--- config.mk ---
export PLATFORM = sky130hd
export DESIGN_NAME = pmic_control_register_bank
export DESIGN_NICKNAME = d
export VERILOG_FILES = /design/src/include/pmic_regs_pkg.sv /design/src/hw/pmic_control_register_bank.sv /design/src/hw/serial_line_events.sv
export SDC_FILE = /design/constraint.sdc
export NUM_CORES = 1
export LEC_CHECK = 0
export BUFFER_PORTS_ARGS = -buffer_cell sky130_fd_sc_hd__clkbuf_2
export CAP_MARGIN = 10
export CELL_PAD_IN_SITES_DETAIL_PLACEMENT = 0
export CELL_PAD_IN_SITES_GLOBAL_PLACEMENT = 2
export CORE_MARGIN = 2
export CORE_UTILIZATION = 34
export DETAILED_ROUTE_END_ITERATION = 7
export PLACE_DENSITY = 0.78
export RECOVER_POWER = 50
export SYNTH_ARGS = -nofsm -noshare
export SYNTH_HDL_FRONTEND = slang
export SYNTH_SLANG_ARGS = --single-unit
export TNS_END_PERCENT = 50
--- constraint.sdc ---
create_clock -name mclk -period 3.5 [get_ports mclk]
set_clock_uncertainty 0.1 [all_clocks]
set_input_delay 0.7 -clock mclk [delete_from_list [all_inputs] [get_ports mclk]]
set_output_delay 0.7 -clock mclk [all_outputs]
set_load 0.03 [all_outputs]
--- src/include/pmic_regs_pkg.sv ---
// Register map, constants and states of the control bank
package pmic_regs_pkg;
  // Register offsets
  localparam logic [7:0] ADDR_THERMAL_FLAG_STATUS = 8'h02;
  localparam logic [7:0] ADDR_SYSTEM_CONTROL_ONE = 8'h07;
  localparam logic [7:0] ADDR_REGULATOR_ENABLE = 8'h10;
  localparam logic [7:0] ADDR_REGULATOR_VALID_STATUS = 8'h11;
  localparam logic [7:0] ADDR_VOLTAGE_CHANGE_CONTROL = 8'h20;
  localparam logic [7:0] ADDR_BUCK_ONE_TARGET_A = 8'h23;
  localparam logic [7:0] ADDR_BUCK_ONE_TARGET_B = 8'h24;
  localparam logic [7:0] ADDR_BUCK_ONE_RAMP_RATE = 8'h25;
  localparam logic [7:0] ADDR_BUCK_TWO_TARGET_A = 8'h29;
  localparam logic [7:0] ADDR_BUCK_TWO_TARGET_B = 8'h2A;
  localparam logic [7:0] ADDR_BUCK_TWO_RAMP_RATE = 8'h2B;
  localparam logic [7:0] ADDR_BUCK_FUNCTION = 8'h38;
  localparam logic [7:0] ADDR_LINREG_ONE_VOLTAGE = 8'h39;
  localparam logic [7:0] ADDR_LINREG_TWO_VOLTAGE = 8'h3A;

  // Field positions
  localparam int THERMAL_FLAG_BIT = 1;
  localparam int DELAY_PRESET_LSB = 4;
  localparam int SCR_RESERVED_ONE_BIT = 3;
  localparam int BUCK_TWO_PWM_BIT = 2;
  localparam int BUCK_ONE_PWM_BIT = 1;
  localparam int EXT_CLOCK_BIT = 0;
  localparam int LINREG_TWO_ON_BIT = 6;
  localparam int ENABLE_RESERVED_ONE_BIT = 5;
  localparam int LINREG_ONE_ON_BIT = 4;
  localparam int BUCK_TWO_ON_BIT = 2;
  localparam int BUCK_ONE_ON_BIT = 0;
  localparam int ALL_BUCKS_VALID_BIT = 7;
  localparam int ALL_LINREGS_VALID_BIT = 6;
  localparam int LINREG_TWO_VALID_BIT = 5;
  localparam int LINREG_ONE_VALID_BIT = 4;
  localparam int BUCK_TWO_VALID_BIT = 2;
  localparam int BUCK_ONE_VALID_BIT = 0;
  localparam int BUCK_TWO_SELECT_BIT = 5;
  localparam int BUCK_TWO_GO_BIT = 4;
  localparam int BUCK_ONE_SELECT_BIT = 1;
  localparam int BUCK_ONE_GO_BIT = 0;

  // Reset values
  localparam logic RST_EXT_CLOCK = 1'h0;
  localparam logic RST_REGULATOR_ON = 1'h1;
  localparam logic RST_VCC_BIT = 1'h0;
  localparam logic [3:0] RST_RAMP_RATE = 4'h8;
  localparam logic [2:0] RAMP_RESERVED_VALUE = 3'h2;
  localparam logic RST_STATUS_BIT = 1'h0;

  // Serial protocol
  localparam logic [3:0] BITS_PER_BYTE = 4'h8;
  localparam logic [6:0] DEFAULT_DEVICE_ADDRESS = 7'h60;

  // Power-on delays in 0.5 ms units, {buck1, buck2, linreg1, linreg2} per preset code
  localparam int DELAY_UNIT_US = 500;
  localparam logic [7:0][19:0] DELAY_TABLE = '{
    {5'h04, 5'h06, 5'h0C, 5'h16},
    {5'h06, 5'h04, 5'h02, 5'h03},
    {5'h03, 5'h03, 5'h04, 5'h04},
    {5'h03, 5'h04, 5'h06, 5'h0C},
    {5'h03, 5'h04, 5'h02, 5'h02},
    {5'h03, 5'h04, 5'h06, 5'h0C},
    {5'h02, 5'h03, 5'h04, 5'h04},
    {5'h02, 5'h02, 5'h02, 5'h02}
  };

  typedef enum logic [8:0] {
    ST_IDLE = 9'h001,
    ST_ADDR = 9'h002,
    ST_ADDR_ACK = 9'h004,
    ST_REG = 9'h008,
    ST_REG_ACK = 9'h010,
    ST_WDATA = 9'h020,
    ST_WDATA_ACK = 9'h040,
    ST_RDATA = 9'h080,
    ST_RDATA_ACK = 9'h100
  } link_state_t;
endpackage : pmic_regs_pkg

--- src/hw/pmic_control_register_bank.sv ---
// Power-management control bank with its two-wire serial slave
`timescale 1ns/1ps
`default_nettype none
// How it works
// 0x02 and 0x11 read-only, rest writable
// thermal D1 follows over-temperature
// 0x07 D6-4 choose delay preset
// preset code maps to four delays
// D2/D1 force PWM for buck2/buck1
// 0x07 D7 reads 0, D3 1, D0 resets 0
// enable bits D6, D4, D2, D0 gate regulators
// enables reset high, reserved D5 one
// status shows each regulator valid flag
// D7 both bucks, D6 both linregs valid
// 0x20 D5/D1 pick target register
// 0x20 D4/D0 hold or ramp
// buck1 targets 0x23, 0x24, ramp 0x25
// buck2 targets 0x29, 0x2A, ramp 0x2B
// buck function, linreg voltages decoded
// write is address, register, data byte
// read: pointer write, repeated start
// bytes MSB first, ninth clock acknowledges
// reserved and unmapped bits ignore writes
module pmic_control_register_bank
  import pmic_regs_pkg::*;
#(
  parameter logic [6:0] DEVICE_ADDRESS = DEFAULT_DEVICE_ADDRESS,
  parameter logic [2:0] FACTORY_DELAY_PRESET = 3'h0,
  parameter logic FACTORY_BUCK_ONE_PWM = 1'h0,
  parameter logic FACTORY_BUCK_TWO_PWM = 1'h0,
  parameter logic [4:0] FACTORY_BUCK_ONE_TARGET = 5'h00,
  parameter logic [4:0] FACTORY_BUCK_TWO_TARGET = 5'h00,
  parameter logic [7:0] FACTORY_BUCK_FUNCTION = 8'h00,
  parameter logic [7:0] FACTORY_LINREG_ONE_VOLTAGE = 8'h00,
  parameter logic [7:0] FACTORY_LINREG_TWO_VOLTAGE = 8'h00
) (
  input wire logic mclk,
  input wire logic sys_rst,
  input wire logic scl_in,
  input wire logic sda_in,
  output logic sda_out,
  output logic sda_oe_n,
  input wire logic over_temperature,
  input wire logic buck_one_valid,
  input wire logic buck_two_valid,
  input wire logic linreg_one_valid,
  input wire logic linreg_two_valid,
  output logic [2:0] power_on_delay_preset,
  output logic [4:0] buck_one_delay,
  output logic [4:0] buck_two_delay,
  output logic [4:0] linreg_one_delay,
  output logic [4:0] linreg_two_delay,
  output logic buck_one_forced_pwm,
  output logic buck_two_forced_pwm,
  output logic external_clock_select,
  output logic buck_one_on,
  output logic buck_two_on,
  output logic linreg_one_on,
  output logic linreg_two_on,
  output logic buck_one_target_select,
  output logic buck_two_target_select,
  output logic buck_one_ramp_go,
  output logic buck_two_ramp_go,
  output logic [4:0] buck_one_target_a,
  output logic [4:0] buck_one_target_b,
  output logic [3:0] buck_one_ramp_rate,
  output logic [4:0] buck_two_target_a,
  output logic [4:0] buck_two_target_b,
  output logic [3:0] buck_two_ramp_rate,
  output logic [7:0] buck_function,
  output logic [7:0] linreg_one_voltage,
  output logic [7:0] linreg_two_voltage
);
  logic scl_rise;
  logic scl_fall;
  logic start_seen;
  logic stop_seen;

  link_state_t state_reg, state_next;
  logic [3:0] bit_cnt_reg, bit_cnt_next;
  logic [7:0] shift_reg, shift_next;
  logic [7:0] ptr_reg, ptr_next;
  logic rw_reg, rw_next;
  logic master_ack_reg, master_ack_next;
  logic drive_low_reg, drive_low_next;
  logic wr_stb;
  logic [7:0] rd_data;

  logic [2:0] preset_reg, preset_next;
  logic [19:0] delays_reg, delays_next;
  logic pwm1_reg, pwm1_next, pwm2_reg, pwm2_next;
  logic ext_clk_reg, ext_clk_next;
  logic [3:0] on_reg, on_next;
  logic sel1_reg, sel1_next, sel2_reg, sel2_next;
  logic go1_reg, go1_next, go2_reg, go2_next;
  logic [4:0] t1a_reg, t1a_next, t1b_reg, t1b_next;
  logic [4:0] t2a_reg, t2a_next, t2b_reg, t2b_next;
  logic [3:0] rr1_reg, rr1_next, rr2_reg, rr2_next;
  logic [7:0] bfunc_reg, bfunc_next;
  logic [7:0] lv1_reg, lv1_next, lv2_reg, lv2_next;
  logic hot_reg, hot_next;
  logic [3:0] valid_reg, valid_next;
  logic sda_out_reg;

  serial_line_events u_events (
    .mclk(mclk),
    .sys_rst(sys_rst),
    .scl_in(scl_in),
    .sda_in(sda_in),
    .scl_rise(scl_rise),
    .scl_fall(scl_fall),
    .start_seen(start_seen),
    .stop_seen(stop_seen)
  );

  // Read multiplexer; reserved bits show their fixed values
  always_comb begin
    rd_data = 8'h00;
    unique case (ptr_reg)
      ADDR_THERMAL_FLAG_STATUS: rd_data[THERMAL_FLAG_BIT] = hot_reg;
      ADDR_SYSTEM_CONTROL_ONE: begin
        rd_data[DELAY_PRESET_LSB +: 3] = preset_reg;
        rd_data[SCR_RESERVED_ONE_BIT] = 1'h1;
        rd_data[BUCK_TWO_PWM_BIT] = pwm2_reg;
        rd_data[BUCK_ONE_PWM_BIT] = pwm1_reg;
        rd_data[EXT_CLOCK_BIT] = ext_clk_reg;
      end
      ADDR_REGULATOR_ENABLE: begin
        rd_data[LINREG_TWO_ON_BIT] = on_reg[3];
        rd_data[ENABLE_RESERVED_ONE_BIT] = 1'h1;
        rd_data[LINREG_ONE_ON_BIT] = on_reg[2];
        rd_data[BUCK_TWO_ON_BIT] = on_reg[1];
        rd_data[BUCK_ONE_ON_BIT] = on_reg[0];
      end
      ADDR_REGULATOR_VALID_STATUS: begin
        rd_data[ALL_BUCKS_VALID_BIT] = valid_reg[0] & valid_reg[1];
        rd_data[ALL_LINREGS_VALID_BIT] = valid_reg[2] & valid_reg[3];
        rd_data[LINREG_TWO_VALID_BIT] = valid_reg[3];
        rd_data[LINREG_ONE_VALID_BIT] = valid_reg[2];
        rd_data[BUCK_TWO_VALID_BIT] = valid_reg[1];
        rd_data[BUCK_ONE_VALID_BIT] = valid_reg[0];
      end
      ADDR_VOLTAGE_CHANGE_CONTROL: begin
        rd_data[BUCK_TWO_SELECT_BIT] = sel2_reg;
        rd_data[BUCK_TWO_GO_BIT] = go2_reg;
        rd_data[BUCK_ONE_SELECT_BIT] = sel1_reg;
        rd_data[BUCK_ONE_GO_BIT] = go1_reg;
      end
      ADDR_BUCK_ONE_TARGET_A: rd_data[4:0] = t1a_reg;
      ADDR_BUCK_ONE_TARGET_B: rd_data[4:0] = t1b_reg;
      ADDR_BUCK_ONE_RAMP_RATE: rd_data[6:0] = {RAMP_RESERVED_VALUE, rr1_reg};
      ADDR_BUCK_TWO_TARGET_A: rd_data[4:0] = t2a_reg;
      ADDR_BUCK_TWO_TARGET_B: rd_data[4:0] = t2b_reg;
      ADDR_BUCK_TWO_RAMP_RATE: rd_data[6:0] = {RAMP_RESERVED_VALUE, rr2_reg};
      ADDR_BUCK_FUNCTION: rd_data = bfunc_reg;
      ADDR_LINREG_ONE_VOLTAGE: rd_data = lv1_reg;
      ADDR_LINREG_TWO_VOLTAGE: rd_data = lv2_reg;
      default: rd_data = 8'h00;
    endcase
  end

  // Serial protocol sequencing
  always_comb begin
    state_next = state_reg;
    bit_cnt_next = bit_cnt_reg;
    shift_next = shift_reg;
    ptr_next = ptr_reg;
    rw_next = rw_reg;
    master_ack_next = master_ack_reg;
    drive_low_next = drive_low_reg;
    wr_stb = 1'h0;
    if (stop_seen) begin
      state_next = ST_IDLE;
      drive_low_next = 1'h0;
    end else if (start_seen) begin
      // Repeated start behaves exactly like a first start
      state_next = ST_ADDR;
      bit_cnt_next = 4'h0;
      drive_low_next = 1'h0;
    end else begin
      unique case (state_reg)
        ST_IDLE: state_next = ST_IDLE;
        ST_ADDR, ST_REG, ST_WDATA: begin
          if (scl_rise && bit_cnt_reg != BITS_PER_BYTE) begin
            shift_next = {shift_reg[6:0], sda_in};
            bit_cnt_next = bit_cnt_reg + 4'h1;
          end else if (scl_fall && bit_cnt_reg == BITS_PER_BYTE) begin
            bit_cnt_next = 4'h0;
            drive_low_next = 1'h1;
            if (state_reg == ST_ADDR) begin
              if (shift_reg[7:1] == DEVICE_ADDRESS) begin
                rw_next = shift_reg[0];
                state_next = ST_ADDR_ACK;
              end else begin
                drive_low_next = 1'h0;
                state_next = ST_IDLE;
              end
            end else if (state_reg == ST_REG) begin
              ptr_next = shift_reg;
              state_next = ST_REG_ACK;
            end else begin
              wr_stb = 1'h1;
              state_next = ST_WDATA_ACK;
            end
          end
        end
        ST_ADDR_ACK, ST_RDATA_ACK: begin
          if (scl_rise && state_reg == ST_RDATA_ACK) begin
            master_ack_next = ~sda_in;
          end
          if (scl_fall) begin
            drive_low_next = 1'h0;
            state_next = ST_REG;
            if (state_reg == ST_RDATA_ACK && !master_ack_reg) begin
              state_next = ST_IDLE;
            end else if (state_reg == ST_RDATA_ACK || rw_reg) begin
              state_next = ST_RDATA;
              shift_next = rd_data;
              drive_low_next = ~rd_data[7];
              bit_cnt_next = 4'h1;
            end
          end
        end
        ST_REG_ACK, ST_WDATA_ACK: begin
          if (scl_fall) begin
            drive_low_next = 1'h0;
            state_next = ST_WDATA;
          end
        end
        ST_RDATA: begin
          if (scl_fall) begin
            if (bit_cnt_reg == BITS_PER_BYTE) begin
              drive_low_next = 1'h0;
              bit_cnt_next = 4'h0;
              master_ack_next = 1'h0;
              state_next = ST_RDATA_ACK;
            end else begin
              drive_low_next = ~shift_reg[6];
              shift_next = {shift_reg[6:0], 1'h0};
              bit_cnt_next = bit_cnt_reg + 4'h1;
            end
          end
        end
      endcase
    end
  end

  always_ff @(posedge mclk) begin
    if (sys_rst) begin
      state_reg <= ST_IDLE;
      bit_cnt_reg <= 4'h0;
      shift_reg <= 8'h00;
      ptr_reg <= 8'h00;
      rw_reg <= 1'h0;
      master_ack_reg <= 1'h0;
      drive_low_reg <= 1'h0;
      sda_out_reg <= 1'h0;
    end else begin
      state_reg <= state_next;
      bit_cnt_reg <= bit_cnt_next;
      shift_reg <= shift_next;
      ptr_reg <= ptr_next;
      rw_reg <= rw_next;
      master_ack_reg <= master_ack_next;
      drive_low_reg <= drive_low_next;
      sda_out_reg <= 1'h0;
    end
  end

  // Register writes; read-only and reserved bits ignore data
  always_comb begin
    preset_next = preset_reg;
    pwm1_next = pwm1_reg;
    pwm2_next = pwm2_reg;
    ext_clk_next = ext_clk_reg;
    on_next = on_reg;
    sel1_next = sel1_reg;
    sel2_next = sel2_reg;
    go1_next = go1_reg;
    go2_next = go2_reg;
    t1a_next = t1a_reg;
    t1b_next = t1b_reg;
    rr1_next = rr1_reg;
    t2a_next = t2a_reg;
    t2b_next = t2b_reg;
    rr2_next = rr2_reg;
    bfunc_next = bfunc_reg;
    lv1_next = lv1_reg;
    lv2_next = lv2_reg;
    hot_next = over_temperature;
    valid_next = {linreg_two_valid, linreg_one_valid, buck_two_valid, buck_one_valid};
    if (wr_stb) begin
      unique case (ptr_reg)
        ADDR_SYSTEM_CONTROL_ONE: begin
          preset_next = shift_reg[DELAY_PRESET_LSB +: 3];
          pwm2_next = shift_reg[BUCK_TWO_PWM_BIT];
          pwm1_next = shift_reg[BUCK_ONE_PWM_BIT];
          ext_clk_next = shift_reg[EXT_CLOCK_BIT];
        end
        ADDR_REGULATOR_ENABLE: begin
          on_next = {shift_reg[LINREG_TWO_ON_BIT], shift_reg[LINREG_ONE_ON_BIT],
                     shift_reg[BUCK_TWO_ON_BIT], shift_reg[BUCK_ONE_ON_BIT]};
        end
        ADDR_VOLTAGE_CHANGE_CONTROL: begin
          sel2_next = shift_reg[BUCK_TWO_SELECT_BIT];
          go2_next = shift_reg[BUCK_TWO_GO_BIT];
          sel1_next = shift_reg[BUCK_ONE_SELECT_BIT];
          go1_next = shift_reg[BUCK_ONE_GO_BIT];
        end
        ADDR_BUCK_ONE_TARGET_A: t1a_next = shift_reg[4:0];
        ADDR_BUCK_ONE_TARGET_B: t1b_next = shift_reg[4:0];
        ADDR_BUCK_ONE_RAMP_RATE: rr1_next = shift_reg[3:0];
        ADDR_BUCK_TWO_TARGET_A: t2a_next = shift_reg[4:0];
        ADDR_BUCK_TWO_TARGET_B: t2b_next = shift_reg[4:0];
        ADDR_BUCK_TWO_RAMP_RATE: rr2_next = shift_reg[3:0];
        ADDR_BUCK_FUNCTION: bfunc_next = shift_reg;
        ADDR_LINREG_ONE_VOLTAGE: lv1_next = shift_reg;
        ADDR_LINREG_TWO_VOLTAGE: lv2_next = shift_reg;
        default: preset_next = preset_reg;
      endcase
    end
    delays_next = DELAY_TABLE[preset_next];
  end

  always_ff @(posedge mclk) begin
    if (sys_rst) begin
      preset_reg <= FACTORY_DELAY_PRESET;
      delays_reg <= DELAY_TABLE[FACTORY_DELAY_PRESET];
      pwm1_reg <= FACTORY_BUCK_ONE_PWM;
      pwm2_reg <= FACTORY_BUCK_TWO_PWM;
      ext_clk_reg <= RST_EXT_CLOCK;
      on_reg <= {4{RST_REGULATOR_ON}};
      sel1_reg <= RST_VCC_BIT;
      sel2_reg <= RST_VCC_BIT;
      go1_reg <= RST_VCC_BIT;
      go2_reg <= RST_VCC_BIT;
      t1a_reg <= FACTORY_BUCK_ONE_TARGET;
      t1b_reg <= FACTORY_BUCK_ONE_TARGET;
      rr1_reg <= RST_RAMP_RATE;
      t2a_reg <= FACTORY_BUCK_TWO_TARGET;
      t2b_reg <= FACTORY_BUCK_TWO_TARGET;
      rr2_reg <= RST_RAMP_RATE;
      bfunc_reg <= FACTORY_BUCK_FUNCTION;
      lv1_reg <= FACTORY_LINREG_ONE_VOLTAGE;
      lv2_reg <= FACTORY_LINREG_TWO_VOLTAGE;
      hot_reg <= RST_STATUS_BIT;
      valid_reg <= {4{RST_STATUS_BIT}};
    end else begin
      preset_reg <= preset_next;
      delays_reg <= delays_next;
      pwm1_reg <= pwm1_next;
      pwm2_reg <= pwm2_next;
      ext_clk_reg <= ext_clk_next;
      on_reg <= on_next;
      sel1_reg <= sel1_next;
      sel2_reg <= sel2_next;
      go1_reg <= go1_next;
      go2_reg <= go2_next;
      t1a_reg <= t1a_next;
      t1b_reg <= t1b_next;
      rr1_reg <= rr1_next;
      t2a_reg <= t2a_next;
      t2b_reg <= t2b_next;
      rr2_reg <= rr2_next;
      bfunc_reg <= bfunc_next;
      lv1_reg <= lv1_next;
      lv2_reg <= lv2_next;
      hot_reg <= hot_next;
      valid_reg <= valid_next;
    end
  end

  always_comb begin
    sda_out = sda_out_reg;
    sda_oe_n = ~drive_low_reg;
    power_on_delay_preset = preset_reg;
    {buck_one_delay, buck_two_delay, linreg_one_delay, linreg_two_delay} = delays_reg;
    buck_one_forced_pwm = pwm1_reg;
    buck_two_forced_pwm = pwm2_reg;
    external_clock_select = ext_clk_reg;
    {linreg_two_on, linreg_one_on, buck_two_on, buck_one_on} = on_reg;
    buck_one_target_select = sel1_reg;
    buck_two_target_select = sel2_reg;
    buck_one_ramp_go = go1_reg;
    buck_two_ramp_go = go2_reg;
    buck_one_target_a = t1a_reg;
    buck_one_target_b = t1b_reg;
    buck_one_ramp_rate = rr1_reg;
    buck_two_target_a = t2a_reg;
    buck_two_target_b = t2b_reg;
    buck_two_ramp_rate = rr2_reg;
    buck_function = bfunc_reg;
    linreg_one_voltage = lv1_reg;
    linreg_two_voltage = lv2_reg;
  end
endmodule : pmic_control_register_bank
`default_nettype wire

--- src/hw/serial_line_events.sv ---
// Edge, start and stop detection on the two-wire serial lines
`timescale 1ns/1ps
`default_nettype none
module serial_line_events (
  input wire logic mclk,
  input wire logic sys_rst,
  input wire logic scl_in,
  input wire logic sda_in,
  output logic scl_rise,
  output logic scl_fall,
  output logic start_seen,
  output logic stop_seen
);
  logic scl_reg;
  logic sda_reg;
  logic scl_next;
  logic sda_next;

  always_comb begin
    scl_next = scl_in;
    sda_next = sda_in;
  end

  always_ff @(posedge mclk) begin
    if (sys_rst) begin
      scl_reg <= 1'h1;
      sda_reg <= 1'h1;
    end else begin
      scl_reg <= scl_next;
      sda_reg <= sda_next;
    end
  end

  // Data moving while the clock stays high marks start or stop
  always_comb begin
    scl_rise = scl_in & ~scl_reg;
    scl_fall = ~scl_in & scl_reg;
    start_seen = scl_in & scl_reg & sda_reg & ~sda_in;
    stop_seen = scl_in & scl_reg & ~sda_reg & sda_in;
  end
endmodule : serial_line_events
`default_nettype wire

==> results of run 1 <==
-- cell usage in the layout, fill, tap and decap left out, types with 5 or more instances in the layout --
cell and instances:
xor2_1 5, nor3_2 7, nand3_1 27, ha_1 5
a22oi_1 8, dfxtp_1 117, nor2_1 89, mux2i_1 73
nor2b_1 20, clkbuf_16 17, nand3b_1 8, nand2b_1 9
clkbuf_1 86, o22ai_1 5, a31oi_1 5, nor3_1 11
nand2_1 66, inv_1 14, buf_4 19, a21oi_1 34
a32oi_1 5, conb_1 7, nor3_4 5, clkbuf_2 6
clkinv_2 5, and3_1 5, a221oi_1 5, o21ai_0 20
nor3b_1 6
-- worst min-delay path, delay by kind of cell (launching register included) --
family	cells	cell delay, ns
and+or+nand+nor	1	0.06
AOI/OAI and AO/OA	1	0.05
DFF	1	0.32
-- per-layer routing --
metal  up-vias  track usage  share of wire
li1       2634            -              -
met1      2684        0.300           0.47
met2       169        0.336           0.46
met3        23       0.0533          0.055
met4         0       0.0653          0.017
met5         -            0              0
-- logic make-up (layout without fill, tap and decap cells) --
group                    count (synthesis)  count (layout)
AO/OA/AOI/OAI                          131             131
other                                    1               7
multiplexers                            75              75
adder cells (fa/ha/maj)                  5               5
AND/OR/NAND/NOR                        290             290
flip-flops                             117             117
XOR/XNOR                                 6               6
buffers and inverters                   75             157
-- how the worst min path moves through the flow --
stage / start / endpoint / slack, ns / cells past startpoint
5_1_grt: buck_one_valid / valid_reg[0] / 0.39 / 2
4_1_cts: buck_one_valid / valid_reg[0] / 0.38 / 2
3_5_place_dp: linreg_one_voltage[4] / linreg_one_voltage[4] / 0.37 / 2
3_3_place_gp: linreg_two_voltage[6] / linreg_two_voltage[6] / 0.36 / 2
6_report: linreg_one_voltage[4] / linreg_one_voltage[4] / 0.38 / 2
2_1_floorplan: drive_low_reg / drive_low_reg / 0.35 / 2
-- metrics by stage --
step | hold slack (ns) | instances | power [mW] | util
2_1_floorplan | 0.350 | 706 | 1.43 | -
3_3_place_gp | 0.361 | 981 | 1.45 | 0.384
3_5_place_dp | 0.366 | 981 | 1.45 | 0.384
4_1_cts | 0.379 | 1013 | 3.28 | 0.420
5_1_grt | 0.385 | 1013 | 3.36 | 0.413
6_report | 0.380 | 1013 | 3.26 | 0.413
-- power groups by stage --
| stage | Clock, mW | Combinational (mW) | Sequential, mW |
|---|---|---|---|
| 6_report | 1.84 | 0.0731 | 1.35 |
| 5_1_grt | 1.93 | 0.0819 | 1.35 |
| 4_1_cts | 1.86 | 0.0748 | 1.34 |
| 3_5_place_dp | 0 | 0.0744 | 1.37 |
| 3_3_place_gp | 0 | 0.0738 | 1.37 |
| 2_1_floorplan | 0 | 0.0628 | 1.37 |
-- final cells by class --
| class | instances | share of cell area |
|---|---|---|
| tap | 225 | 0.0393 |
| inverter | 15 | 0.00786 |
| timing repair buffer | 110 | 0.0686 |
| multi-input combinational | 514 | 0.472 |
| sequential | 117 | 0.327 |
| clock inverter | 14 | 0.0257 |
| clock buffer | 18 | 0.0599 |
==> flow_summary.ini, run 1 <==
[cells_and_area]
area_growth_pct = 18.4
final_area_mm2 = 0.00717
diodes = 0
largest_reg_flops = 12
final_nets = 789
multiInputGateArea_mm2 = 0.00338
regArea_mm2 = 0.00234
drive_above_1_share = 0.114
fillers = 1826

[logic_synthesis]
synth-edff-count = 0
synth-seq-cells = 117
synth-compound-area-share = 0.149
syn_inst = 700
ys_top_cells_by_area = dfxtp_1, mux2i_1, nor2_1
yosysMostFrequentCell = dfxtp_1
ys_top_cells_by_count = dfxtp_1, nor2_1, mux2i_1, nand2_1, a21oi_1
synth-async-reset-ratio = 0
synth_top_family_by_area = simple AND/OR/NAND/NOR gates
yosysSeqAreaShare = 0.387
synthAdderAreaFrac = 0.0103
synth-simple-area-share = 0.263
syn_area_per_cell_um2 = 8.65
syn-cell-area_mm2 = 0.00605
synthMuxAreaShare = 0.124
synthXorXnorAreaFrac = 0.00868
yosys.area.top_type_share = 0.387
synthFlopType = dfxtp_1
yosysTopAreaCell = dfxtp_1
yosys_warnings = 0
ys_types = 84

[route]
avgViaCountPerCell = 5.44
dr.pass1.iters = 5
wl_mm = 19.7
wire_per_inst_um = 19.5
ant_nets = 0
route.detailed.drc = 0
drt_iter0_drc = 423
num_vias = 5510

[sta]
worst_slew_pin_slew_ns = 1.89
min_period_over_period = 0.839
tns_ns = 0
setup-violations-final = 0
final_hold_viol_count = 0
slew_violations = 92
finalCriticalPeriod_ns = 2.94
max_freq_mhz = 341
setup_ws_ns = 0.564
rsz0062_at_grt = no
slew_headroom = -0.262

[pwr]
p_switching_mw = 0.717
seqPwrFrac = 0.413
ir_worst_vdd_mv = 0.303
p_comb_frac = 0.022
intPower_mw = 2.54
power.leakage_nw = 2.50
p_clk_frac = 0.564
p_per_area_mw_per_mm2 = 454
swShare = 0.220

[outcome]
status = complete, but fails checks
violations = max-capacitance violations, max-slew violations

[worst_setup_path]
cpLargestDelayFamily = simple AND/OR/NAND/NOR gates
reg2reg_slack_ns = 0.56
r2r_end = shift_reg[0]
cpMaxStageDelayCell = nor2_1
cpPeakStageDelay_ns = 0.79
worstPathMaxFanout = 12
r2r-start = ptr_reg[4]
startpoint = ptr_reg[4]
path_class = flop to flop
cp.arrival_ns = 3.12
path_cells = or3b_1 -> nor2_1 -> buf_4 -> nand3_1 -> a31oi_1 -> o31ai_1 -> a221oi_1
worst-path-stages = 7
cp-start-kind = flop
crit_end = shift_reg[0]
end_kind = flop
crit_buf_inv = 1
critPathRequiredTime_ns = 3.69
ff2ff_path_depth = 7

[floorplanning]
die_h_um = 137
rows = 48
pin_count = 97
core_area_mm2 = 0.0174
start_util = 0.349
die_w_um = 137
dieArea_mm2 = 0.0189

[global_route]
grt_max_degree = 92
gr-total-overflow = 0
grt_pass1_vias = 5297
antenna_found_initial = 0
grt_pass1_wl_mm = 30.8
grt.total_usage = 0.218

[clock_tree]
cts_root_buf = clkbuf_16
clock_path_buffers = 2
htreeDepth = 4
clkSinkCount = 117
cts_hold_buf = 0
post_cts_buffers = 0
numCtsBuffers = 17
cts_tree = built
post_cts_resized = 0
path_clk_slew_ns = 0.06
clock_insertion_delay_worst_skew_ns = 0.42

[min_path]
min_path_type = flop to flop

[place]
hpwl_mm = 14.1
place_congestion = 0.869
place_area_mm2 = 0.00667
dp_slack_ns = 0.469
io_buffers = 89

[run]
drv_cap = 1
No activity file was read; power rests on OpenSTA's default activity.
==> inputs of run 2 (changes only) <==
--- a/config.mk
+++ b/config.mk
@@ -5,14 +5,15 @@
 export SDC_FILE = /design/constraint.sdc
 export NUM_CORES = 1
 export LEC_CHECK = 0
+export ABC_AREA = 1
 export BUFFER_PORTS_ARGS = -buffer_cell sky130_fd_sc_hd__clkbuf_2
 export CAP_MARGIN = 10
 export CELL_PAD_IN_SITES_DETAIL_PLACEMENT = 0
 export CELL_PAD_IN_SITES_GLOBAL_PLACEMENT = 2
 export CORE_MARGIN = 2
-export CORE_UTILIZATION = 34
+export CORE_UTILIZATION = 28
 export DETAILED_ROUTE_END_ITERATION = 7
-export PLACE_DENSITY = 0.78
+export PLACE_DENSITY = 0.74
 export RECOVER_POWER = 50
 export SYNTH_ARGS = -nofsm -noshare
 export SYNTH_HDL_FRONTEND = slang
==> constraint.sdc (replaced) <==
create_clock -name mclk -period 2.6 [get_ports mclk]
set_clock_uncertainty 0.1 [all_clocks]
set_input_delay 0.52 -clock mclk [delete_from_list [all_inputs] [get_ports mclk]]
set_output_delay 0.52 -clock mclk [all_outputs]
set_load 0.03 [all_outputs]
==> run 2 against run 1 <==
Compared with the run above:
- the flow now finishes without violations
- count of clock-buffer cells in the layout is 4 higher
- cell count is 24% higher
- sequential cell count stayed put
- combinational power is 83% higher
- critical path type unchanged
- largest cell class unchanged
==> flow_summary.ini, run 2 <==
[outcome]
status = finished, final reports clean

[route]
ant_nets = 0
route.detailed.drc = 0
wire_per_inst_um = 15.6
wl_mm = 19.7
avgViaCountPerCell = 4.53
dr.pass1.iters = 5
num_vias = 5698
drt_iter0_drc = 268

[logic_synthesis]
yosys.area.top_type_share = 0.394
synth-async-reset-ratio = 0
syn-cell-area_mm2 = 0.00594
yosysSeqAreaShare = 0.394
syn_area_per_cell_um2 = 6.77
synth-seq-cells = 117
syn_inst = 878
yosysTopAreaCell = dfxtp_1
ys_top_cells_by_count = nand2_1, inv_1, dfxtp_1, nor2_1, o21ai_0
yosysMostFrequentCell = nand2_1
ys_top_cells_by_area = dfxtp_1, nand2_1, inv_1
yosys_warnings = 0
synth-edff-count = 0
synthFlopType = dfxtp_1
ys_types = 38

[cells_and_area]
mostFrequentLayoutCells = nand2_1, inv_1, dfxtp_1
fillers = 2410
area_growth_pct = 21.2
diodes = 0
layout_commonest_cell = nand2_1
drive_above_1_share = 0.103
largest_reg_flops = 12
final_nets = 987

[sta]
slew_headroom = 0.443
whs_ns = 0.188
worst_slew_pin_slew_ns = 0.835
rsz0062_at_grt = no
final_hold_viol_count = 0
setup-violations-final = 0
slew_violations = 0
min_period_over_period = 0.852
tns_ns = 0
finalCriticalPeriod_ns = 2.22
max_freq_mhz = 451

[min_path]
hp-start = linreg_one_valid
min_path_type = primary input to flop

[clock_tree]
cts_root_buf = clkbuf_16
cts_hold_buf = 0
clock_insertion_delay_worst_skew_ns = 0.42
cts_tree = built
clock_path_buffers = 2
path_clk_slew_ns = 0.05
numCtsBuffers = 17
post_cts_resized = 0
htreeDepth = 4
clkSinkCount = 117
post_cts_buffers = 0

[global_route]
gr-total-overflow = 0
grt_pass1_wl_mm = 31.0
grt_pass1_vias = 5436
grt.total_usage = 0.181
antenna_found_initial = 0
grt_max_degree = 81

[floorplanning]
start_util = 0.284
rows = 53
pin_count = 97
core_area_mm2 = 0.0210
die_w_um = 150
die_h_um = 150
dieArea_mm2 = 0.0224

[worst_setup_path]
path_class = flop to flop
r2r_end = delays_reg[7]
cpMaxStageDelayCell = dfxtp_1
crit_end = delays_reg[7]
r2r-start = bit_cnt_reg[0]
startpoint = bit_cnt_reg[0]
cpPeakStageDelay_ns = 0.33
path_cells = inv_1 -> ha_1 -> nand3_1 -> nor2_2 -> nand2_4 -> clkinv_4 -> nand2_4 -> o21ai_4 -> inv_1 -> ha_1 -> nand2_1 -> nand2_1 -> a21oi_1
cp-start-kind = flop
cp.arrival_ns = 2.38
end_kind = flop
reg2reg_slack_ns = 0.38
worstPathMaxFanout = 9
ff2ff_path_depth = 13
critPathRequiredTime_ns = 2.76

[pwr]
intPower_mw = 3.51
seqPwrFrac = 0.405
p_clk_frac = 0.565
power_mw = 4.48
p_comb_frac = 0.030
p_switching_mw = 0.970
p_per_area_mw_per_mm2 = 622
ir_worst_vdd_mv = 0.417
swShare = 0.216
power.leakage_nw = 2.99

[place]
io_buffers = 89
place_congestion = 0.803
hpwl_mm = 14.6

[run]
drv_cap = 0
## run 2: cell count changes after synthesis, moves of 15 or more
cell      delta
inv_1      +114
nand3_1     +45
clkbuf_1    -19
nor2_1      +15
nand2_1     +89
o21ai_0     +72
nor2b_1     -20
a21oi_1     +41
mux2i_1     -73
## run 2: worst min-delay path by stage
| stage | endpoint | slack, ns | cells past startpoint |
|---|---|---|---|
| after global routing | hot_reg | 0.18 | 3 |
| final | valid_reg[2] | 0.19 | 3 |
| after CTS | hot_reg | 0.17 | 3 |
| after global placement | linreg_two_voltage[6] | 0.35 | 2 |
| after detailed placement | buck_one_ramp_go | 0.36 | 2 |
| after floorplan | drive_low_reg | 0.34 | 2 |
## run 2: layout make-up
type,instances,area [µm²],area share
repair buffers,102,445,0.0618
flip-flops and latches,117,2340,0.325
well taps,275,344,0.0478
clock inverters,8,149,0.0207
clock buffers,22,474,0.0658
multi-input cells,592,2910,0.403
inverters,143,542,0.0752
## run 2: critical path: cells and delay by family (launching register included)
family,cells,cell delay [ns]
AND/OR/NAND/NOR,6,0.71
adder cells (fa/ha/maj),2,0.41
flip-flops,1,0.33
buffers and inverters,3,0.26
AO/OA/AOI/OAI,2,0.24
## run 2: cell families after synthesis
group | share of synthesized area
AO/OA/AOI/OAI | 0.169
other | 0.000631
XOR/XNOR | 0.00295
AND/OR/NAND/NOR | 0.303
flip-flops | 0.394
buffers and inverters | 0.120
adder cells (fa/ha/maj) | 0.0105
## run 2: routing by layer
metal | routed length (µm) | track usage | up-vias
met5 | 0 | 0 | -
met3 | 677 | 0.0338 | 13
met4 | 197 | 0.0509 | 0
li1 | - | - | 2994
met1 | 9400 | 0.242 | 2592
met2 | 9400 | 0.300 | 99
## run 2: power by group through the flow
stage	combinational, mW	clock [mW]	sequential [mW]
2_1_floorplan	0.107	0	1.85
6_report	0.134	2.53	1.82
3_5_place_dp	0.137	0	1.86
5_1_grt	0.156	2.67	1.82
3_3_place_gp	0.137	0	1.86
4_1_cts	0.137	2.59	1.82
## run 2: through the flow
stage	util	cell area, µm²	cells	worst slack [ns]
floorplan	-	5970	884	0.541
finish	0.344	7200	1259	0.384
CTS	0.349	7310	1259	0.374
global placement	0.319	6690	1229	0.335
global route	0.344	7200	1259	0.111
detailed placement	0.319	6690	1229	0.311
